File: src/rtl/tcsc_pkg.sv
package tcsc_pkg;
  // ------------------------------------------------------------
  // Word layout
  // ------------------------------------------------------------
  localparam int WORD_BITS = 8;
  localparam int CAP_BITS = 5;
  localparam int CAP_LSB_POS = 0;
  localparam int CAP_MSB_POS = 4;
  localparam int STANDBY_POS = 5;
  localparam int RSVD_LO_POS = 6;
  localparam int RSVD_HI_POS = 7;
  localparam logic [7:0] WORD_RESET = 8'h00;
  localparam logic [2:0] SYNC_RESET = 3'h0;

  // ------------------------------------------------------------
  // Timing
  // ------------------------------------------------------------
  localparam int CLK_PERIOD_PS = 20000;
  localparam int SETTLE_TIME_US = 10;
  localparam int WAKE_TIME_US = 100;
  localparam int SETTLE_CYCLES = (SETTLE_TIME_US * 1000000) / CLK_PERIOD_PS;
  localparam int WAKE_CYCLES = (WAKE_TIME_US * 1000000) / CLK_PERIOD_PS;
  localparam int TIMER_BITS = 13;
  localparam logic [12:0] TIMER_RESET = 13'h0000;

  typedef struct packed {
    logic standby_request;
    logic [4:0] cap_state;
  } tcsc_setting_s;

  typedef enum logic [1:0] {
    TCSC_IDLE = 2'b00,
    TCSC_SETTLE = 2'b01,
    TCSC_WAKE = 2'b10
  } tcsc_state_e;
endpackage : tcsc_pkg

File: src/rtl/tcsc_top.sv
// Functional notes
// - Eight bits, MSB first, rising clock
// - Word applied on select falling edge
// - No bit count; last eight kept
// - Respond only while own select high
// - Bit b5 set means standby
// - Low five bits: capacitance code
// - New capacitance settled within 10 us
// - Wake from standby within 100 us
`timescale 1ns/1ps
`default_nettype none
module tcsc_top (
  input wire logic mclk, // 50 MHz system clock
  input wire logic rstn, // Async active-low reset
  input wire logic serial_select, // Active-high select pin
  input wire logic serial_clock, // Shift clock pin
  input wire logic serial_data, // Serial data pin
  output logic [4:0] cap_state, // Applied capacitance code
  output logic standby_request, // Applied standby bit
  output logic apply_pulse, // One cycle on each apply
  output logic settled, // Capacitance reached target
  output logic [7:0] shift_word // Current shift contents
);
  // ------------------------------------------------------------
  // Reset release and pin synchronisers
  // ------------------------------------------------------------
  logic [1:0] rst_sync_ff;
  logic rst_n;
  always_ff @(posedge mclk or negedge rstn) begin
    if (!rstn) begin
      rst_sync_ff <= 2'h0;
    end else begin
      rst_sync_ff <= {rst_sync_ff[0], 1'b1};
    end
  end
  assign rst_n = rst_sync_ff[1];

  logic [2:0] pins_s;
  tcsc_sync #(.WIDTH(3)) u_sync (
    .mclk(mclk),
    .rst_n(rst_n),
    .async_in({serial_select, serial_clock, serial_data}),
    .sync_out(pins_s)
  );
  wire sel_s = pins_s[2];
  wire sclk_s = pins_s[1];
  wire sdat_s = pins_s[0];

  logic sel_d_ff;
  logic sclk_d_ff;
  always_ff @(posedge mclk or negedge rst_n) begin
    if (!rst_n) begin
      sel_d_ff <= 1'b0;
      sclk_d_ff <= 1'b0;
    end else begin
      sel_d_ff <= sel_s;
      sclk_d_ff <= sclk_s;
    end
  end

  // Data held two cycles in sync stage, same as clock; sampled on clock rise
  wire sclk_rise = sclk_s & ~sclk_d_ff;
  wire shift_en = sclk_rise & sel_s;
  wire sel_fall = sel_d_ff & ~sel_s;

  // ------------------------------------------------------------
  // Shift register
  // ------------------------------------------------------------
  logic [7:0] shift_ff;
  wire [7:0] nxt_shift = shift_en ? {shift_ff[6:0], sdat_s} : shift_ff;
  always_ff @(posedge mclk or negedge rst_n) begin
    if (!rst_n) begin
      shift_ff <= tcsc_pkg::WORD_RESET;
    end else begin
      shift_ff <= nxt_shift;
    end
  end

  // ------------------------------------------------------------
  // Applied setting
  // ------------------------------------------------------------
  tcsc_pkg::tcsc_setting_s set_ff;
  tcsc_pkg::tcsc_setting_s nxt_set;
  // Reserved b7 and b6 never reach the setting
  wire [5:0] word_set =
    shift_ff[tcsc_pkg::STANDBY_POS:tcsc_pkg::CAP_LSB_POS];
  assign nxt_set = sel_fall ? tcsc_pkg::tcsc_setting_s'(word_set)
    : set_ff;
  logic apply_ff;
  always_ff @(posedge mclk or negedge rst_n) begin
    if (!rst_n) begin
      set_ff <= '0;
      apply_ff <= 1'b0;
    end else begin
      set_ff <= nxt_set;
      apply_ff <= sel_fall;
    end
  end

  // ------------------------------------------------------------
  // Settling timer: models switching and wake-up time
  // ------------------------------------------------------------
  tcsc_pkg::tcsc_state_e st_ff;
  tcsc_pkg::tcsc_state_e nxt_st;
  logic [12:0] tmr_ff;
  logic [12:0] nxt_tmr;
  wire waking = set_ff.standby_request & ~shift_ff[tcsc_pkg::STANDBY_POS];
  wire [12:0] settle_n = 13'(tcsc_pkg::SETTLE_CYCLES - 1);
  wire [12:0] wake_n = 13'(tcsc_pkg::WAKE_CYCLES - 1);
  wire tmr_done = (tmr_ff == 13'h0000);

  always_comb begin
    nxt_st = st_ff;
    nxt_tmr = tmr_done ? tmr_ff : tmr_ff - 13'h0001;
    if (sel_fall) begin
      nxt_st = waking ? tcsc_pkg::TCSC_WAKE : tcsc_pkg::TCSC_SETTLE;
      nxt_tmr = waking ? wake_n : settle_n;
    end else begin
      case (st_ff)
        tcsc_pkg::TCSC_IDLE: nxt_st = tcsc_pkg::TCSC_IDLE;
        tcsc_pkg::TCSC_SETTLE,
        tcsc_pkg::TCSC_WAKE: begin
          if (tmr_done) begin
            nxt_st = tcsc_pkg::TCSC_IDLE;
          end
        end
        default: nxt_st = tcsc_pkg::TCSC_IDLE;
      endcase
    end
  end

  logic settled_ff;
  always_ff @(posedge mclk or negedge rst_n) begin
    if (!rst_n) begin
      st_ff <= tcsc_pkg::TCSC_IDLE;
      tmr_ff <= tcsc_pkg::TIMER_RESET;
      settled_ff <= 1'b1;
    end else begin
      st_ff <= nxt_st;
      tmr_ff <= nxt_tmr;
      settled_ff <= (nxt_st == tcsc_pkg::TCSC_IDLE);
    end
  end

  assign cap_state = set_ff.cap_state;
  assign standby_request = set_ff.standby_request;
  assign apply_pulse = apply_ff;
  assign settled = settled_ff;
  assign shift_word = shift_ff;

  // Count kept apart from the timer, so a wrong reload value
  // cannot hide behind the same logic that it drives
  logic [12:0] since_ff;
  always_ff @(posedge mclk or negedge rst_n) begin
    if (!rst_n) begin
      since_ff <= tcsc_pkg::TIMER_RESET;
    end else if (sel_fall) begin
      since_ff <= 13'h0000;
    end else if (!(&since_ff)) begin
      since_ff <= since_ff + 13'h0001;
    end
  end
endmodule : tcsc_top
`default_nettype wire

File: src/rtl/tcsc_sync.sv
`timescale 1ns/1ps
`default_nettype none
module tcsc_sync #(
  parameter int WIDTH = 3
) (
  input wire logic mclk, // System clock
  input wire logic rst_n, // Active-low reset
  input wire logic [WIDTH-1:0] async_in, // Pins from outside
  output logic [WIDTH-1:0] sync_out // Synchronised copy
);
  logic [WIDTH-1:0] meta_ff;
  logic [WIDTH-1:0] sync_ff;

  always_ff @(posedge mclk or negedge rst_n) begin
    if (!rst_n) begin
      meta_ff <= '0;
      sync_ff <= '0;
    end else begin
      meta_ff <= async_in;
      sync_ff <= meta_ff;
    end
  end

  assign sync_out = sync_ff;
endmodule : tcsc_sync
`default_nettype wire

File: config.mk
export PLATFORM = sky130hd
export DESIGN_NAME = tcsc_top
export DESIGN_NICKNAME = d
export VERILOG_FILES = /design/src/rtl/tcsc_pkg.sv /design/src/rtl/tcsc_top.sv /design/src/rtl/tcsc_sync.sv
export SDC_FILE = /design/constraint.sdc
export NUM_CORES = 1
export LEC_CHECK = 0
export BUFFER_PORTS_ARGS = -buffer_cell sky130_fd_sc_hd__buf_4
export CORE_ASPECT_RATIO = 1.25
export CORE_MARGIN = 2
export CORE_UTILIZATION = 25
export CTS_CLUSTER_DIAMETER = 80
export CTS_CLUSTER_SIZE = 10
export DETAILED_ROUTE_END_ITERATION = 8
export MAX_ROUTING_LAYER = met4
export PLACE_DENSITY_LB_ADDON = 0.1
export RECOVER_POWER = 50
export SLEW_MARGIN = 30
export SYNTH_ARGS = -nofsm -noshare
export SYNTH_HDL_FRONTEND = slang
export SYNTH_SLANG_ARGS = --single-unit
File: constraint.sdc
create_clock -name mclk -period 1.59 [get_ports mclk]
set_input_delay 0.159 -clock mclk [delete_from_list [all_inputs] [get_ports mclk]]
set_output_delay 0.159 -clock mclk [all_outputs]
set_load 0.1 [all_outputs]
-- Yosys cells after proc, flatten, opt, wreduce, memory -nomap -nowiden
Cells that the tools add are included.
- magnitude comparators: 0
- reductions and logical operators: 3
- bitwise logic cells: 7
- eq/ne operators: 3
- div/mod/pow operators: 0
- shift-type cells: 0
- muxes and demuxes: 7
- add/subtract/negate cells: 1
- multipliers: 0
- operator list (cell ; count):
    13-bit 2-to-1 mux ; 3
    13-bit logical NOT ; 1
    13-bit by 1-bit subtractor with 13-bit output (second input constant) ; 1
    2-bit 2-to-1 mux ; 4
    1-bit bitwise AND ; 4
    1-bit NOT ; 3
    2-bit by 1-bit equality test with 1-bit output (second input constant) ; 1
    2-bit equality test (second input constant) ; 1
    2-bit logical NOT ; 1
    2-bit != test (second input constant) ; 1
    2-bit OR reduction ; 1
- RAM bits: 0
- output and inout bits: 16
- memories kept: 0
- input port bits: 5
- bits in latches: 0
- ROM bits: 0
- register bits: 41
- word-level logic and storage cells: 33

-- Longest topological paths before layout
- depth in word-level cells: 5
- mapped depth: 7
- depth with buffers taken out: 6

-- By module
Synthesis repeated with hierarchy kept, for this count alone.
- cells, all modules: 141
- area, all modules: 1645.3 um2
- modules (own cells, without submodules) (module ; sequential area each (um2) ; cells an instance ; times used ; area an instance (um2)):
    tcsc_top ; 877.1 ; 135 ; 1 ; 1495.2
    tcsc_sync ; 150.1 ; 6 ; 1 ; 150.1

-- Worst setup path after synthesis
Ideal clock, no wire load.
- path kind: reg-to-reg
- from: register tmr_ff[0]
- to: register tmr_ff[7]
- setup slack: -0.530 ns
- cell stages (with the launch flop): 8
- data arrival time: 1.996 ns
- buffers on the path: 1
- data required time: 1.466 ns
- cell sequence: dfrtp_1 > inv_1 > ha_1 > or4b_2 > or4_4 > buf_6 > a211oi_1 > nor2_1
- cells in the longest elaborated chain, start to end: 3
- elaborated cells between the ends (all ways): 5
- those cells by class: add/sub: 1; eq/ne: 1; mux: 2; reduce/logical: 1
- RTL lines (element ; line ; text):
    start, declared ; tcsc_top.sv:105 ; logic [12:0] tmr_ff;
    start signal, assigned ; tcsc_top.sv:136 ; tmr_ff <= tcsc_pkg::TIMER_RESET;
    start signal, assigned ; tcsc_top.sv:140 ; tmr_ff <= nxt_tmr;
    13-bit by 1-bit subtractor with 13-bit output ; tcsc_top.sv:114 ; nxt_tmr = tmr_done ? tmr_ff : tmr_ff - 13'h0001;
    13-bit 2-to-1 mux ; tcsc_top.sv:114 ;
    13-bit 2-to-1 mux ; tcsc_top.sv:115 ; if (sel_fall) begin
Several ways; a longest one is shown, not always the timed one. The select of a mux whose other input is x is not followed.
A chain may end at the register's enable or synchronous reset.

-- Worst setup path in the final report
- from: register tmr_ff[0]
- to: register tmr_ff[8]
Same word-level chain as after synthesis.

==> flow_metrics.env <==
export IMPL_required_ps=1780
export IMPL_cts_tree="done"
export IMPL_grt_usage=0.107
export IMPL_outcome="complete, but fails checks"
export IMPL_p_int_mw=2.42
export IMPL_routed_wl_um=3510
export IMPL_irDropWorstVdd_mv=1.33
export IMPL_synth_simple_area_share=0.163
export IMPL_worst_path_buf_inv=1
export IMPL_worstSetupPathType="reg2reg"
export IMPL_syn_inst=139
export IMPL_stdcell_count=281
export IMPL_slowest_delay_ps=520
export IMPL_crit_fanout=7
export IMPL_clk_path_buf_depth=2
export IMPL_rows=32
export IMPL_rsz0062_at_grt="yes"
export IMPL_path_clk_slew_ps=80
export IMPL_placed_area_um2=2050
export IMPL_vias_per_cell=4.24
export IMPL_grt_pass1_vias=1180
export IMPL_synth_adder_area_share=0.0153
export IMPL_fin_setup_tns_ps=-5210
export IMPL_clkLatencyLatePin_ps=290
export IMPL_violations="setup timing"
export IMPL_yosys_top_cells_area="dfrtp_1 (61%), mux2_2 (5.5%), nand2_1 (4.6%)"
export IMPL_grt_max_degree=40
export IMPL_cp_arrival_ps=2190
export IMPL_critPathSlowestCell="or4_4"
export IMPL_drv_cap=0
export IMPL_period_share=1.25
export IMPL_power_switching_share=0.453
export IMPL_ys_types=35
export IMPL_path_cells="inv_2 -> ha_1 -> or4b_4 -> or4_4 -> a21o_1 -> a21o_1"
export IMPL_gp_congestion=0.726
export IMPL_htree_levels=2
export IMPL_pwr_share_seq=0.333
export IMPL_avgSynthCellArea_um2=11.7
export IMPL_grt_pass1_wl_um=5780
export IMPL_fillCellCount=655
export IMPL_synth_top_family_by_area="simple AND/OR/NAND/NOR gates"
export IMPL_synthMuxAreaShare=0.0613
export IMPL_crit_top_cell="a21o_1"
export IMPL_layout_drive_gt1_share=0.434
export IMPL_die_area_um2=7190
export IMPL_cts_root_buf="clkbuf_8"
export IMPL_yosysSeqAreaShare=0.630
export IMPL_overflow=0
export IMPL_initial_core_util=0.261
export IMPL_synth_seq_cells=41
export IMPL_synth_most_common_cell="dfrtp_1"
export IMPL_antenna_found_initial=0
export IMPL_rr_startpoint="tmr_ff[0]$_DFFE_PN0P_"
export IMPL_synthXorXnorAreaFrac=0.0322
export IMPL_synth_top_area_cell="dfrtp_1"
export IMPL_async_reset_ff_frac=1.00
export IMPL_routedWlPerCell_um=12.5
export IMPL_drcViolationCount=0
export IMPL_io_pin_count=21
export IMPL_crit_family="simple AND/OR/NAND/NOR gates"
export IMPL_slew_headroom=0.361
export IMPL_worstMarginPinSlew_ps=959
export IMPL_p_sw_mw=2.01
export IMPL_yosysWarnings=0
export IMPL_critPathCaptureType="register"
export IMPL_ys_flop_type="dfrtp_1"
export IMPL_hold_viol_final=0
export IMPL_io_buffers=20
export IMPL_first_iter_violations=41
export IMPL_fin_nets=202
export IMPL_dp_cells=262
export IMPL_synth_area_um2=1630
export IMPL_hpwl_um=2350
export IMPL_rrSetupSlack_ps=-410
export IMPL_synth_compound_area_share=0.0690
export IMPL_power_density_nw_per_um2=1910
export IMPL_clock_sinks=41
export IMPL_hp_class="in2async"
export IMPL_numCtsBuffers=5
export IMPL_timing_fmax_mhz=501
export IMPL_min_period_ps=2000
export IMPL_setup_viol=16
export IMPL_r2r_cells=6
export IMPL_dieHeight_um=94.3
export IMPL_synthToLayoutAreaGrowth_pct=42.2
export IMPL_rr_endpoint="tmr_ff[8]$_DFFE_PN0P_"
export IMPL_fin_ws_ps=-405
export IMPL_fp_dieW_um=76.3
export IMPL_p_clk_frac=0.195
export IMPL_ant_nets=0
export IMPL_vias=1192
export IMPL_ys_top_cells_by_count="dfrtp_1 (40), nand2_1 (20), o21ai_0 (10)"
export IMPL_critPathLaunchType="register"
export IMPL_power_leakage_nw=1.07
export IMPL_final_area_um2=2320
export IMPL_drtPass1Iterations=4
export IMPL_num_antenna_cells=0
export IMPL_syn_nets=146
export IMPL_comb_power_share=0.472
export IMPL_yosysTopAreaCellShare=0.613
export IMPL_fin_worst_skew_ps=12.4
export IMPL_synth_edf_count=0
export IMPL_core_area_um2=6250
export IMPL_slew_violations=0
worst max-delay path by stage:
| stage | from | to | cells past startpoint |
|---|---|---|---|
| after floorplan | tmr_ff[0]$_DFFE_PN0P_ | tmr_ff[7]$_DFFE_PN0P_ | 7 |
| after global placement | tmr_ff[0]$_DFFE_PN0P_ | tmr_ff[8]$_DFFE_PN0P_ | 6 |
| after detailed placement | tmr_ff[0]$_DFFE_PN0P_ | tmr_ff[8]$_DFFE_PN0P_ | 6 |
| after CTS | tmr_ff[0]$_DFFE_PN0P_ | tmr_ff[8]$_DFFE_PN0P_ | 6 |
| after global routing | tmr_ff[0]$_DFFE_PN0P_ | tmr_ff[12]$_DFFE_PN0P_ | 8 |
| final | tmr_ff[0]$_DFFE_PN0P_ | tmr_ff[8]$_DFFE_PN0P_ | 6 |
what timing repair did:
action	in CTS	in global routing
resized for setup	2	20
pin swaps	6	7
setup buffers	2	4
hold buffers	4	0
cloned	1	0
endpoints found under the setup margin	16	16
endpoints found under the hold margin	5	0
flip-flops by register name, indices dropped and copies added, names as in the netlist, 2 cells and up:
signal,flops
st_ff,2
cap_state,5
rst_sync_ff,2
u_sync.sync_out,3
shift_word,8
tmr_ff,13
u_sync.meta_ff,3
cell families after synthesis:
| logic type | after synthesis |
|---|---|
| AO/OA/AOI/OAI | 19 |
| XOR/XNOR | 6 |
| adder cells (fa/ha/maj) | 2 |
| buffers and inverters | 10 |
| flip-flops | 41 |
| multiplexers | 9 |
| other | 1 |
| AND/OR/NAND/NOR | 51 |
final cells by class:
class,count,area (µm²),area share
sequential,41,1030,0.443
multi-input combinational,89,646,0.278
timing repair buffer,53,405,0.175
tap,85,106,0.0458
clock buffer,7,86.3,0.0372
clock inverter,1,30.0,0.0129
inverter,5,18.8,0.00809
placed cells by master, fill, tap and decap left out, drive strengths merged, types with 2 or more instances in the layout:
cell	instances
mux2	8
nand2b	4
buf	44
nor3	4
or4	4
nand2	21
xnor2	5
a21oi	2
nand3	2
nor2	7
dlygate4sd3	4
ha	2
nor4	2
clkbuf	12
dfrtp	40
o21ai	11
or3	2
inv	5
a21o	2
power by group through the flow:
stage          clock network (mW)  registers [mW]  logic, mW
6_report                    0.863            1.48       2.09
5_1_grt                     0.938            1.51       2.20
4_1_cts                     0.897            1.48       2.03
3_5_place_dp                    0            1.50       2.00
3_3_place_gp                    0            1.49       1.99
2_1_floorplan                   0            2.56      0.363
layer usage:
layer / GRT usage / wire (µm)
met5: - / 0
met4: 0.0500 / 61
met3: 0.0279 / 105
met2: 0.179 / 1820
met1: 0.120 / 1520
worst reg2reg max path: stages, from the launching register on:
cell and delay (ps):
dfrtp_1 400, inv_2 60, ha_1 130, or4b_4 460, or4_4 520, a21o_1 190, a21o_1 150
metrics by stage:
step	power [mW]	util	hold slack (ps)	setup WS, ps
finish	4.43	0.371	179	-405
global route	4.65	0.371	193	-461
CTS	4.41	0.358	172	-391
detailed placement	3.50	0.328	-57.5	-543
global placement	3.48	0.328	-59.1	-511
floorplan	2.93	-	-137	-489
Power figures use the tool's default switching activity.
